$ cat config.mk
export PLATFORM = sky130hd
export DESIGN_NAME = smh_ctrl
export DESIGN_NICKNAME = d
export VERILOG_FILES = /design/src/core/smh_pkg.sv /design/src/core/smh_ctrl.sv
export VERILOG_INCLUDE_DIRS = /design/src /design/src/core
export SDC_FILE = /design/constraint.sdc
export NUM_CORES = 1
export LEC_CHECK = 0
export BUFFER_PORTS_ARGS = -buffer_cell sky130_fd_sc_hd__buf_4
export CORE_ASPECT_RATIO = 1.2
export CORE_MARGIN = 2
export CORE_UTILIZATION = 48
export CTS_BUF_LIST = sky130_fd_sc_hd__clkbuf_16
export CTS_CLUSTER_SIZE = 28
export DETAILED_ROUTE_END_ITERATION = 10
export PLACE_DENSITY = 0.8
export REMOVE_ABC_BUFFERS = 1
export SYNTH_ARGS = -nofsm -noshare
export SYNTH_HDL_FRONTEND = slang
export SYNTH_SLANG_ARGS = --single-unit
$ cat constraint.sdc
create_clock -name clk_sys -period 1.9 [get_ports clk_sys]
set_clock_uncertainty 0.15 [all_clocks]
set_input_delay 0.095 -clock clk_sys [delete_from_list [all_inputs] [get_ports clk_sys]]
set_output_delay 0.095 -clock clk_sys [all_outputs]
set_load 0.05 [all_outputs]
$ cat src/core/smh_consts.svh
// Constants for the modem handshake block of serial port one.
// Assumes inclusion by the package, the core module and the test bench.
//
// Notes on behaviour
// - Status bit 7 shows the inverted carrier detect input.
// - Status bit 3 sets when carrier detect rises since last status read.
// - Status bit 5 shows the inverted data set ready input.
// - Status bit 1 sets when data set ready rises since last status read.
// - Status bit 4 shows the inverted clear to send input.
// - Status bit 0 sets when clear to send rises since last status read.
// - With interrupt enable bit 3 and mask bit 0 set, clear to send changes interrupt.
// - With that enable and mask bits 3 and 1 set, carrier detect and data set ready changes interrupt.
// - Clear to send never gates or alters transmission.
// - Control bit 1 set drives request to send low.
// - Hardware reset drives request to send high, inactive.
// - Loop mode holds request to send inactive whatever the control bit.
`ifndef SMH_CONSTS_SVH
`define SMH_CONSTS_SVH

// Register byte addresses
`define SMH_ADDR_STATUS 8'h00
`define SMH_ADDR_CONTROL 8'h04
`define SMH_ADDR_INT_EN 8'h08
`define SMH_ADDR_EVENT 8'h0C
`define SMH_ADDR_MASK 8'h10

// Modem status fields
`define SMH_MS_CTS_CHG 0
`define SMH_MS_DSR_CHG 1
`define SMH_MS_DCD_CHG 3
`define SMH_MS_CTS 4
`define SMH_MS_DSR 5
`define SMH_MS_DCD 7

// Modem control fields
`define SMH_MC_RTS 1
`define SMH_MC_LOOP 4

// Interrupt enable field
`define SMH_IE_MODEM 3

// Input vector positions and event layout
`define SMH_IN_CTS 0
`define SMH_IN_DSR 1
`define SMH_IN_DCD 2

// Reset values
`define SMH_RST_BYTE 8'h00
`define SMH_RST_IN 3'h7

`endif

$ cat src/core/smh_pkg.sv
// Types for the modem handshake block.
// Assumes the constants header is on the include path.
`include "smh_consts.svh"
`default_nettype none

package smh_pkg;

	typedef struct packed {
		logic psel;
		logic penable;
		logic pwrite;
		logic [7:0] paddr;
		logic [31:0] pwdata;
	} smh_apb_req_t;

	typedef struct packed {
		logic [2:0] sync1;
		logic [2:0] sync2;
		logic [2:0] prev;
		logic [2:0] chg_flag;
		logic [7:0] control;
		logic [7:0] int_en;
		logic [2:0] event_sts;
		logic [2:0] event_mask;
		logic [31:0] prdata;
		logic pready;
		logic pslverr;
		logic rts_n;
		logic irq;
	} smh_state_t;

endpackage : smh_pkg

`default_nettype wire

$ cat src/core/smh_ctrl.sv
// Modem handshake control for serial port one, reached over APB.
// Assumes modem inputs are asynchronous pins and the bus is on clk_sys.
//
// Added by the designer: the placing of the registers and the APB register port.
`include "smh_consts.svh"
`timescale 1ns/100ps
`default_nettype none

module smh_ctrl
	import smh_pkg::*;
(
	input wire logic clk_sys, // 100 MHz clock
	input wire logic rst, // Async reset, active high
	input wire logic psel, // APB select
	input wire logic penable, // APB enable
	input wire logic pwrite, // APB direction
	input wire logic [7:0] paddr, // APB byte address
	input wire logic [31:0] pwdata, // APB write data
	output logic [31:0] prdata, // APB read data
	output logic pready, // APB ready
	output logic pslverr, // APB error
	input wire logic carrier_detect_n, // Modem carrier detect
	input wire logic set_ready_n, // Modem data set ready
	input wire logic clear_to_send_n, // Modem clear to send
	output logic request_to_send_n, // Request to send to modem
	output logic irq // Level interrupt
);

	////////////////////////////////////////////////////////////////////////
	// Helpers

	function automatic logic [7:0] mask3(input logic [2:0] v);
		logic [7:0] r;
		r = 8'h00;
		r[`SMH_MS_CTS_CHG] = v[`SMH_IN_CTS];
		r[`SMH_MS_DSR_CHG] = v[`SMH_IN_DSR];
		r[`SMH_MS_DCD_CHG] = v[`SMH_IN_DCD];
		return r;
	endfunction : mask3

	function automatic logic [2:0] unpack3(input logic [31:0] w);
		logic [2:0] r;
		r[`SMH_IN_CTS] = w[`SMH_MS_CTS_CHG];
		r[`SMH_IN_DSR] = w[`SMH_MS_DSR_CHG];
		r[`SMH_IN_DCD] = w[`SMH_MS_DCD_CHG];
		return r;
	endfunction : unpack3

	////////////////////////////////////////////////////////////////////////
	// State

	smh_state_t s;
	smh_state_t next_s;
	smh_apb_req_t req;
	logic [2:0] pin_in;
	logic [2:0] rise;
	logic [2:0] change;
	logic access;
	logic done;
	logic rd_status;
	logic [7:0] status_byte;
	logic hit;

	assign req = '{psel: psel, penable: penable, pwrite: pwrite,
		paddr: paddr, pwdata: pwdata};
	assign pin_in = {carrier_detect_n, set_ready_n, clear_to_send_n};

	assign rise = s.sync2 & ~s.prev;
	assign change = s.sync2 ^ s.prev;
	assign access = req.psel && req.penable;
	assign done = access && s.pready;
	assign rd_status = done && !req.pwrite && req.paddr == `SMH_ADDR_STATUS;

	// Clear to send feeds the status and event bits only, nothing on the transmit side
	always_comb begin
		status_byte = mask3(s.chg_flag);
		status_byte[`SMH_MS_DCD] = ~s.sync2[`SMH_IN_DCD];
		status_byte[`SMH_MS_DSR] = ~s.sync2[`SMH_IN_DSR];
		status_byte[`SMH_MS_CTS] = ~s.sync2[`SMH_IN_CTS];
	end

	always_comb begin
		unique case (req.paddr)
			`SMH_ADDR_STATUS, `SMH_ADDR_CONTROL, `SMH_ADDR_INT_EN,
			`SMH_ADDR_EVENT, `SMH_ADDR_MASK: hit = 1'b1;
			default: hit = 1'b0;
		endcase
	end

	////////////////////////////////////////////////////////////////////////
	// Next state

	always_comb begin
		next_s = s;

		// Two stages before anything looks at the pins
		next_s.sync1 = pin_in;
		next_s.sync2 = s.sync1;
		next_s.prev = s.sync2;

		// A rise in the same cycle as the read survives the clear
		next_s.chg_flag = (s.chg_flag & ~{3{rd_status}}) | rise;

		// Any edge is an interrupt event; set wins over write-one-clear
		next_s.event_sts = s.event_sts | change;

		// Bus answers one cycle into the access phase
		next_s.pready = access && !s.pready;
		next_s.pslverr = access && !s.pready && !hit;
		next_s.prdata = 32'h0000_0000;

		if (access && !s.pready && !req.pwrite) begin
			unique case (req.paddr)
				`SMH_ADDR_STATUS: next_s.prdata = {24'h00_0000, status_byte};
				`SMH_ADDR_CONTROL: next_s.prdata = {24'h00_0000, s.control};
				`SMH_ADDR_INT_EN: next_s.prdata = {24'h00_0000, s.int_en};
				`SMH_ADDR_EVENT: next_s.prdata = {24'h00_0000, mask3(s.event_sts)};
				`SMH_ADDR_MASK: next_s.prdata = {24'h00_0000, mask3(s.event_mask)};
				default: next_s.prdata = 32'h0000_0000;
			endcase
		end

		if (done && req.pwrite) begin
			unique case (req.paddr)
				`SMH_ADDR_CONTROL: next_s.control = req.pwdata[7:0];
				`SMH_ADDR_INT_EN: next_s.int_en = req.pwdata[7:0];
				`SMH_ADDR_EVENT: begin
					next_s.event_sts = (s.event_sts & ~unpack3(req.pwdata)) | change;
				end
				`SMH_ADDR_MASK: next_s.event_mask = unpack3(req.pwdata);
				default: begin
				end
			endcase
		end

		// Loop mode forces the line inactive over the control bit
		next_s.rts_n = !(next_s.control[`SMH_MC_RTS] && !next_s.control[`SMH_MC_LOOP]);

		// One enable gates every modem event onto the line
		next_s.irq = next_s.int_en[`SMH_IE_MODEM]
			&& |(next_s.event_sts & next_s.event_mask);
	end

	////////////////////////////////////////////////////////////////////////
	// Registers

	always_ff @(posedge clk_sys or posedge rst) begin
		if (rst) begin
			s.sync1 <= `SMH_RST_IN;
			s.sync2 <= `SMH_RST_IN;
			s.prev <= `SMH_RST_IN;
			s.chg_flag <= 3'h0;
			s.control <= `SMH_RST_BYTE;
			s.int_en <= `SMH_RST_BYTE;
			s.event_sts <= 3'h0;
			s.event_mask <= 3'h0;
			s.prdata <= 32'h0000_0000;
			s.pready <= 1'b0;
			s.pslverr <= 1'b0;
			s.rts_n <= 1'b1;
			s.irq <= 1'b0;
		end else begin
			s <= next_s;
		end
	end

	assign prdata = s.prdata;
	assign pready = s.pready;
	assign pslverr = s.pslverr;
	assign request_to_send_n = s.rts_n;
	assign irq = s.irq;
endmodule : smh_ctrl

`default_nettype wire

==> results by group, run 1 <==
Status
  – Status: completed

Worst setup path
  – CP max stage cell: dlygate4sd3_1
  – Critical path class: input port to flip-flop
  – R2R Setup Slk: 0.17 ns
  – Critical Path RT: 1.92 ns
  – CP max FO: 3
  – CP max stage delay: about 0.52 ns
  – Arr. time, crit path: between 1.5 and 2 ns
  – Worst Setup End Kind: flip-flop
  – Startpoint Class: input port
  – CP Cell Sequence: dlygate4sd3_1 -> buf_4 -> nand4_1 -> nand4bb_4 -> mux2_2 -> a22oi_1 -> a21boi_1

Synth
  – Syn Inst Count: roughly 170
  – Synth Area per Inst: 12.48 um^2
  – Mapped cell area: 0.002146 mm^2
  – Yosys cell types: 35
  – Seq/Total Area, Yosys: a little over half
  – Top cell type by total area after synthesis: dfrtp_1
  – Most area-consuming cells after synthesis: dfrtp_1 (42%), dfstp_2 (12%), buf_4 (11%)
  – Syn. warnings: 0
  – Synth top area share: 41.98%
  – Yosys reg bits: 46

Clock tree
  – Clock buffer count from CTS: 5
  – Clock latency on the worst-skew pair: 0.29 ns
  – CTS root buffer: clkbuf_16
  – Max clock buf depth: 2
  – Clock Sinks: 46
  – CTS H-tree depth: 2
  – CTS tree: done
  – Reg clk slew, reported paths: roughly 0.060 ns
  – Post-CTS Setup Inserts: 0

Cells and area
  – Synth-to-layout area growth: 26.53%
  – Nets@finish: between 200 and 300
  – Post-layout util: between 60% and 70%
  – # fillers: 348
  – Layout cell share with drive strength beyond 1: 40.09%
  – Diode count: 0

Power
  – Clock share of power: 42.7%
  – Comb power frac: 12.2%
  – Pleak: between 1 and 1.5 nW
  – Reg power frac: 45.1%
  – Sw Share: 23.98%
  – Max VDD drop: 587.9 uV
  – Sw Pwr: 0.5359 mW
  – PD cells: roughly 800 mW/mm^2
  – Internal power: 1.699 mW

Place
  – Routability Congestion: 0.8198
  – Port Buffers: 35
  – Post-DP HPWL: 2755 um

Timing
  – # setup viols final: 0
  – Worst relative slew slack: 55.32%
  – Worst Tran Pin Value: 0.6609 ns
  – Final hold vios: 0
  – RSZ-0062 raised after global routing: no
  – Setup TNS: 0 ns
  – Final Cycle Share: between 90% and 100%
  – Fin. max-slew vios: 0
  – Min Tclk post-route: between 1.5 and 2 ns
  – Maximum clock frequency: around 550 MHz

Die
  – Die width: 65.04 um
  – Die height: between 70 and 80 um
  – Core area: 0.004294 mm^2
  – Row cnt: 26
  – Initial Util: 49.97%
  – Die Area: 0.005023 mm^2
  – I/O pin count: 84

Global routing
  – First-pass GRT wire length: 6534 um
  – Largest net degree at the start of global routing: 47
  – Initial antenna violation count: 0
  – Tot GR Track Use: 17.60%
  – Overflow after GRT: 0
  – Vias in the first global route: 1398

Drt
  – DR pass1 iterations: 4
  – DRT iter0 DRCs: 64
  – Post-route ant nets: 0
  – Vias per inst: 4.968
  – WL final: about 4100 um
  – DRC Markers: 0
  – DR vias: 1406
  – Average wire per standard cell: roughly 14 um

Min path
  – Class of the worst hold path: input port to flip-flop

Job
  – Max Cap Viol: 0
==> critical path, delay by kind of cell <==
family | cells | cell delay, ns
buf+inv | 2 | 0.63
compound gates | 2 | 0.31
mux | 1 | 0.32
simple gates | 2 | 0.46
==> logic make-up (layout without fill, tap and decap cells) <==
kind of cell | after synthesis | after routing | synth area share [%]
other cells | 1 | 24 | 0.1748
buf+inv | 40 | 72 | 12.65
compound gates | 20 | 20 | 6.472
fa+ha+maj | 3 | 3 | 1.749
flops | 46 | 46 | 54.23
simple gates | 39 | 39 | 10.96
mux | 23 | 23 | 13.76
==> metal layers <==
| metal | vias up | track usage, % | routed length (um) |
|---|---|---|---|
| met3 | 8 | 5.718 | 240 |
| li1 | 645 | - | - |
| met5 | - | 0 | 0 |
| met4 | 0 | 9.375 | 99 |
| met2 | 55 | 29.69 | 2147 |
| met1 | 698 | 19.43 | 1567 |
==> power by group through the flow <==
stage,registers (mW),clock network (mW),logic (mW)
after global routing,1.01,1.02,0.291
after detailed placement,1.02,0,0.248
after global placement,1.02,0,0.244
after CTS,1.01,0.962,0.271
final,1.01,0.954,0.273
after floorplan,1.03,0,0.159
==> final timing paths <==
path | end | from | cells after the start
min in group asynchronous | s[53] | rst | 4
max | irq | psel | 7
max in group asynchronous | next_s[61] | rst | 4
min | prdata[1] | pwrite | 3
max reg2reg | prdata[5] | pready | 4
min reg2reg | next_s[62] | next_s[65] | 0
==> area by class of cell <==
class / count / area, um^2 / area share (%)
tap: 56 / 70.07 / 2.581
multi-input combinational: 109 / 813.3 / 29.95
inverter: 6 / 22.52 / 0.8295
clock buffer: 5 / 125.1 / 4.608
sequential: 46 / 1164 / 42.86
clock inverter: 3 / 37.54 / 1.382
timing repair buffer: 58 / 483.0 / 17.79
==> per-stage QoR <==
step | power, mW | instance area (um^2) | instances | hold slack (ns) | setup slack [ns]
after global placement | 1.267 | 2396 | 261 | 0.005724 | -0.005186
final | 2.235 | 2715 | 283 | 0.01489 | 0.09286
after floorplan | 1.191 | 1983 | 161 | -0.05052 | -0.1923
after detailed placement | 1.273 | 2396 | 261 | 0.01487 | -0.02534
after global routing | 2.317 | 2715 | 283 | 0.03712 | 0.02686
after CTS | 2.241 | 2699 | 283 | 0.007463 | 0.01680
==> cells in the final DEF, fill, tap and decap left out, types with 2 or more instances in the layout <==
cell type,instances
a21bo_2,2
mux2_2,18
nor2b_1,4
a31oi_1,3
a22oi_1,6
nand2_1,4
dfstp_2,10
clkbuf_16,5
mux4_2,3
a21o_1,3
dlygate4sd3_1,14
inv_1,7
or3_1,2
a21oi_1,5
conb_1,24
buf_4,43
ha_1,3
nor2_1,16
dfrtp_1,36
==> flip-flops by register name, summed over array words and instances (netlist names) <==
signal             flops
pslverr                1
request_to_send_n      1
next_s                 6
irq                    1
s                     28
pready                 1
prdata                 8
==> synth_stat cells, drive strengths merged <==
| cell type | instances |
|---|---|
| buf | 33 |
| nor4b | 1 |
| conb | 1 |
| nor4 | 2 |
| mux2 | 19 |
| dfstp | 10 |
| dfrtp | 36 |
| nand4bb | 1 |
| ha | 3 |
| nor3 | 1 |
| nor2 | 16 |
| nor3b | 1 |
| a21bo | 2 |
| mux2i | 1 |
| or2 | 1 |
| a22oi | 6 |
| a21boi | 1 |
| nand4 | 1 |
| nand2 | 6 |
| a21o | 3 |
| and3b | 1 |
| or3 | 2 |
| nor4bb | 1 |
| or4 | 1 |
| nor2b | 4 |
| clkbuf | 1 |
| mux4 | 3 |
| a31oi | 3 |
| a21oi | 5 |
| inv | 6 |
==> timing repair <==
action	4_1_cts	5_1_grt
hold endpoints to repair	74	0
gates resized for setup	0	1
hold buffers	14	0
setup endpoints to repair	0	1
Note: power is estimated with default switching activity, not from simulation.
==> run 2, diff against run 1 <==
--- a/config.mk
+++ b/config.mk
@@ -6,10 +6,11 @@
 export SDC_FILE = /design/constraint.sdc
 export NUM_CORES = 1
 export LEC_CHECK = 0
+export ABC_AREA = 1
 export BUFFER_PORTS_ARGS = -buffer_cell sky130_fd_sc_hd__buf_4
 export CORE_ASPECT_RATIO = 1.2
 export CORE_MARGIN = 2
-export CORE_UTILIZATION = 48
+export CORE_UTILIZATION = 49
 export CTS_BUF_LIST = sky130_fd_sc_hd__clkbuf_16
 export CTS_CLUSTER_SIZE = 28
 export DETAILED_ROUTE_END_ITERATION = 10
==> run 2 against run 1 <==
  * Critical path depth increased by 2
  * Combinational power decreased by 6%
  * Clock power about the same
  * Non-clock buffer count decreased by 1
  * Count of clock-buffer cells in the layout unchanged
  * Area after synthesis increased by 5.6%
  * Wire length increased by 4.4%
  * Worst hold slack improved by 0.11 ns
  * Global-route usage increased by 1.3 points
==> results by group, run 2 <==
Cells and area
  – # fillers: 404
  – Fin cells: roughly 370
  – Multi-input combinational cell area: 769.5 um^2
  – Post-layout util: 61.89%
  – Final instance area: ~0.0028 mm^2
  – Max reg flops: 28
  – Seq. cell area: 0.001164 mm^2
  – Layout cell share with drive strength beyond 1: 21.97%
  – Leading cell type in the layout, fill and taps excluded: nand2_1
  – Commonest non-fill, non-tap cells in the layout: nand2_1 (68), buf_4 (40), inv_1 (39)
  – Largest Register: s
  – Diode count: 0
  – Nets@finish: 364
  – Synth-to-layout area growth: 23.63%

Worst setup path
  – Critical path class: input port to flip-flop
  – Crit path buf inv count: 3
  – Startpoint Class: input port
  – Worst r2r path cells: 7
  – CP max stage cell: dlygate4sd3_1
  – CP Cell Sequence: dlygate4sd3_1 -> buf_4 -> nand3_2 -> nor2_1 -> nand2_1 -> nand2_1 -> o21ai_1 -> nand2_1 -> inv_1
  – R2R Setup Slk: 0.17 ns
  – Critical Path RT: 1.93 ns
  – CP max FO: 9
  – Worst reg2reg path startpoint: pready
  – CP max stage delay: 0.53 ns
  – Arr. time, crit path: 1.79 ns
  – Reg2reg end: irq
  – Delay-heaviest family, CP: simple AND/OR/NAND/NOR gates
  – Most used cell, CP: nand2_1
  – Worst Setup End Kind: flip-flop

Synth
  – Ys flop type: dfrtp_1
  – Syn Inst Count: 262
  – Top cell type by total area after synthesis: dfrtp_1
  – Count leader, synth: nand2_1
  – Synth Area per Inst: 8.649 um^2
  – Most area-consuming cells after synthesis: dfrtp_1 (40%), dfstp_2 (12%), nand2_1 (11%)
  – Syn. warnings: 0
  – Yosys reg bits: 46
  – Mapped cell area: 0.002266 mm^2
  – Seq/Total Area, Yosys: 51.35%
  – FFs w/ async S/R, synth: 100.0%
  – Top post-synthesis cells by count: nand2_1 (68), inv_1 (40), dfrtp_1 (36)
  – Post-synth EDFFs: 0
  – Yosys cell types: 26
  – Synth top area share: 39.76%

Drt
  – DR pass1 iterations: 4
  – WL final: 4234 um
  – Post-route ant nets: 0
  – DR vias: approximately 1700
  – Average wire per standard cell: 11.38 um
  – DRC Markers: 0
  – DRT iter0 DRCs: 100
  – Vias per inst: 4.575

Clock tree
  – CTS root buffer: clkbuf_16
  – CTS tree: done
  – Clock buffer count from CTS: 5
  – Clock Sinks: 46
  – Reg clk slew, reported paths: 0.06 ns
  – Post-CTS Setup Inserts: 0
  – Max clock buf depth: 2
  – CTS H-tree depth: 2
  – Clock latency on the worst-skew pair: 0.28 ns

Power
  – Max VDD drop: about 700 uV
  – Pleak: around 1.5 nW
  – Total chip power: 2.220 mW
  – PD cells: just under 800 mW/mm^2

Min path
  – Hold wc startpoint: paddr[6]
  – Class of the worst hold path: input port to flip-flop
  – Worst Hold Depth: 6
  – Hold EP: s[37]

Timing
  – RSZ-0062 raised after global routing: no
  – Setup TNS: 0 ns
  – Maximum clock frequency: 568.1 MHz
  – # setup viols final: 0
  – Worst Tran Pin Value: 0.7789 ns
  – Final Cycle Share: 92.64%
  – Min Tclk post-route: 1.760 ns
  – Final hold vios: 0
  – Fin. max-slew vios: 0
  – Worst relative slew slack: 47.75%

Die
  – I/O pin count: 84
  – Initial Util: 50.06%
  – Die height: 78.49 um
  – Core area: approximately 0.0045 mm^2
  – Die width: about 66 um
  – Die Area: ~0.0052 mm^2
  – Row cnt: 27

Global routing
  – Initial antenna violation count: 0
  – Overflow after GRT: 0
  – First-pass GRT wire length: about 7400 um
  – Tot GR Track Use: 18.87%
  – Largest net degree at the start of global routing: 27
  – Vias in the first global route: approximately 1700

Job
  – Max Cap Viol: 0

Place
  – Cells after DPL: 348
  – Post-DP HPWL: 3032 um
  – Port Buffers: 35
  – Routability Congestion: slightly above 0.8
  – Placed cell areas: approximately 0.0025 mm^2

Status
  – Status: completed
## run 2: cell count changes after synthesis, moves of 4 or more
cell / before / now
nand3_1: 0 / 15
o21ai_0: 0 / 7
mux2_2: 18 / 0
nor2_2: 0 / 4
o21ai_1: 0 / 5
inv_1: 6 / 40
nand2_1: 4 / 68
a22oi_1: 6 / 0
nor2b_1: 4 / 0
## run 2: logic make-up (layout without fill, tap and decap cells)
logic type	count (synthesis)	in the layout	synth area share, %
other	1	24	0.1655
buffers and inverters	76	105	18.50
DFF	46	46	51.35
AOI/OAI and AO/OA	25	25	6.571
adders and majority gates	3	3	1.657
and+or+nand+nor	111	111	21.76
## run 2: tightest hold or removal path, stage by stage
cell     delay, ns
buf_4         0.09
nor2_2        0.04
nand3_1       0.09
nor2_2        0.08
nand3_1       0.07
nand2_1       0.06
## run 2: worst max-delay path by stage
| stage | from | endpoint | depth (start not counted) | slack, ns |
|---|---|---|---|---|
| global placement | pready | s[43] | 6 | 0.20 |
| floorplan | pready | irq | 7 | -0.22 |
| CTS | psel | irq | 8 | 0.11 |
| global route | psel | irq | 12 | 0.05 |
| finish | psel | irq | 9 | 0.14 |
| detailed placement | pready | irq | 6 | 0.18 |
## run 2: where the power goes
part	leakage, nW	total, mW	internal, mW	switching (mW)
registers	0.560	1.01	1.00	0.00839
logic	0.872	0.257	0.0755	0.181
clock network	0.0836	0.953	0.614	0.338
total	1.51	2.22	1.69	0.528
## run 2: timing repair
item | in CTS | in global routing
hold endpoints to repair | 36 | 0
hold buffers | 16 | 0
endpoints found under the setup margin | 0 | 0
gates resized for setup | 0 | 0
## run 2: final cells by class
cell class	instances	area share, %
sequential	46	41.54
timing repair buffer	57	17.15
inverter	40	5.360
multi-input combinational	163	27.47
tap	58	2.590
clock inverter	3	1.429
clock buffer	5	4.466
## run 2: per-stage QoR
| step | setup slack (ns) | hold WS, ns |
|---|---|---|
| final | 0.1399 | 0.1278 |
| after global routing | 0.04580 | 0.1624 |
| after CTS | 0.1060 | 0.1153 |
| after detailed placement | 0.1812 | 0.02564 |
| after global placement | 0.2050 | 0.02593 |
| after floorplan | -0.2183 | -0.05052 |
## run 2: metal layers
metal | GRT usage (%) | wire, um
met1 | 21.00 | 1645
met5 | 0 | 0
met2 | 32.93 | 2257
met3 | 5.731 | 231
met4 | 7.959 | 100
==> run 3, diff against run 2 <==
--- a/config.mk
+++ b/config.mk
@@ -15,7 +15,6 @@
 export CTS_CLUSTER_SIZE = 28
 export DETAILED_ROUTE_END_ITERATION = 10
 export PLACE_DENSITY = 0.8
-export REMOVE_ABC_BUFFERS = 1
 export SYNTH_ARGS = -nofsm -noshare
 export SYNTH_HDL_FRONTEND = slang
 export SYNTH_SLANG_ARGS = --single-unit
==> run 3 against run 2 <==
  * Fmax is 2.8% higher
  * Die area stayed put
  * Power is 5.9% lower
  * Register-to-register slack better by 0.04 ns
  * Via count is 0.88% lower
  * Flip-flop and latch count stayed put
  * Wire length is 3.8% lower
  * Final area is 1.9% lower
  * First-iteration DRC count is 9.0% lower
  * Core utilization is 1.2 points lower
  * Highest routed layer unchanged
==> results by group, run 3 (synthesis results as in run 2) <==
Status
  – Status: completed

Timing
  – Worst Tran Pin Value: roughly 0.56 ns
  – Final worst slack: 0.1885 ns
  – Min Tclk post-route: roughly 1.7 ns
  – Hold WS: just over 0.07 ns
  – Maximum clock frequency: 584.3 MHz
  – # setup viols final: 0
  – Fin. max-slew vios: 0
  – Worst relative slew slack: 62.46%
  – RSZ-0062 raised after global routing: no
  – Final hold vios: 0
  – Setup TNS: 0 ns
  – Final Cycle Share: 90.08%

Place
  – Routability Congestion: 0.7895
  – Dpl ws: 0.2536 ns
  – Placed cell areas: 0.002456 mm^2
  – Port Buffers: 35
  – Post-DP HPWL: 2878 um
  – Cells after DPL: 347

Worst setup path
  – Critical Path RT: 1.93 ns
  – Critical path class: input port to flip-flop
  – Worst Setup End Kind: flip-flop
  – Arr. time, crit path: 1.74 ns
  – CP max FO: 9
  – Startpoint Class: input port

Clock tree
  – CTS H-tree depth: 2
  – Clock Sinks: 46
  – CTS tree: done
  – Reg clk slew, reported paths: 0.06 ns
  – Clock latency on the worst-skew pair: 0.29 ns
  – # resized after CTS: 0
  – CTS root buffer: clkbuf_16
  – Max clock buf depth: 2
  – Clock buffer count from CTS: 5

Power
  – Total chip power: 2.090 mW
  – Max VDD drop: 681.8 uV
  – PD cells: approximately 760 mW/mm^2
  – Pleak: 1.490 nW

Global routing
  – Overflow after GRT: 0
  – Largest net degree at the start of global routing: 47
  – Initial antenna violation count: 0
  – Tot GR Track Use: 17.47%
  – First-pass GRT wire length: around 6800 um
  – Vias in the first global route: 1514

Cells and area
  – Max reg flops: 28
  – Post-layout util: 60.72%
  – Fin cells: between 300 and 400
  – Diode count: 0
  – Final instance area: 0.002749 mm^2
  – # fillers: around 420
  – Synth-to-layout area growth: 21.31%
  – Largest Register: s
  – Leading cell type in the layout, fill and taps excluded: nand2_1
  – Nets@finish: 362
  – Commonest non-fill, non-tap cells in the layout: nand2_1 (68), inv_1 (40), buf_4 (40)
  – Layout cell share with drive strength beyond 1: 21.47%

Drt
  – Post-route ant nets: 0
  – DR vias: 1687
  – DRT iter0 DRCs: between 90 and 100
  – DRC Markers: 0
  – DR pass1 iterations: 4
  – Average wire per standard cell: 11.00 um
  – Vias per inst: 4.559
  – WL final: 4071 um

Die
  – Core area: ~0.0045 mm^2
  – Row cnt: 27
  – Die height: 78.49 um
  – I/O pin count: between 80 and 90
  – Die Area: between 0.005 and 0.006 mm^2
  – Die width: about 66 um
  – Initial Util: 50.06%

Job
  – Max Cap Viol: 0

Min path
  – Class of the worst hold path: input port to flip-flop
==> run 3: cell types whose count changed in the layout (fill, tap and decap cells not counted), sizes merged <==
cell,delta
buf,-1
dlygate4sd3,-1
bufinv,-1
inv,+1
==> run 3: power breakdown <==
part           switching [mW]  internal [mW]  total [mW]
sequential            0.00855           1.00        1.01
clock                   0.349          0.482       0.831
combinational           0.178         0.0705       0.249
==> run 3: final timing paths <==
| kind | slack, ns | start | to | cells after the start |
|---|---|---|---|---|
| hold / removal | 0.07 | paddr[2] | s[42] | 4 |
| setup reg to reg | 0.21 | pready | irq | 10 |
| setup / recovery | 0.19 | penable | irq | 12 |
| max in group asynchronous | 0.86 | rst | next_s[63] | 4 |
| hold reg to reg | 0.20 | next_s[65] | next_s[62] | 0 |
| min in group asynchronous | 0.35 | rst | s[48] | 4 |
==> run 3: area by class of cell <==
cell class	count	area (um^2)	share of cell area, %
repair buffers	55	450.4	16.39
clock inverters	3	17.52	0.6372
flip-flops and latches	46	1164	42.33
multi-input cells	163	769.5	27.99
inverters	40	150.1	5.462
well taps	58	72.57	2.640
clock buffers	5	125.1	4.552
==> run 3: timing repair <==
item,in CTS,in global routing
hold endpoints to repair,62,0
hold buffers,15,0
buffers inserted,0,0
==> run 3: critical path, stage by stage <==
cell	delay, ns
dlygate4sd3_1	0.53
buf_4	0.11
nand3_2	0.11
nor2_1	0.21
buf_4	0.22
nand3_1	0.09
nand2_1	0.08
nand2_1	0.08
nand2_1	0.06
nand3_1	0.06
nand2_1	0.06
inv_1	0.04
==> run 3: per-layer routing <==
| metal | track usage [%] | vias to the layer above | wire length [um] |
|---|---|---|---|
| met1 | 22.58 | 784 | 1724 |
| met4 | 4.898 | 0 | 54 |
| met5 | 0 | - | 0 |
| met2 | 28.48 | 57 | 2044 |
| li1 | - | 840 | - |
| met3 | 5.158 | 6 | 247 |
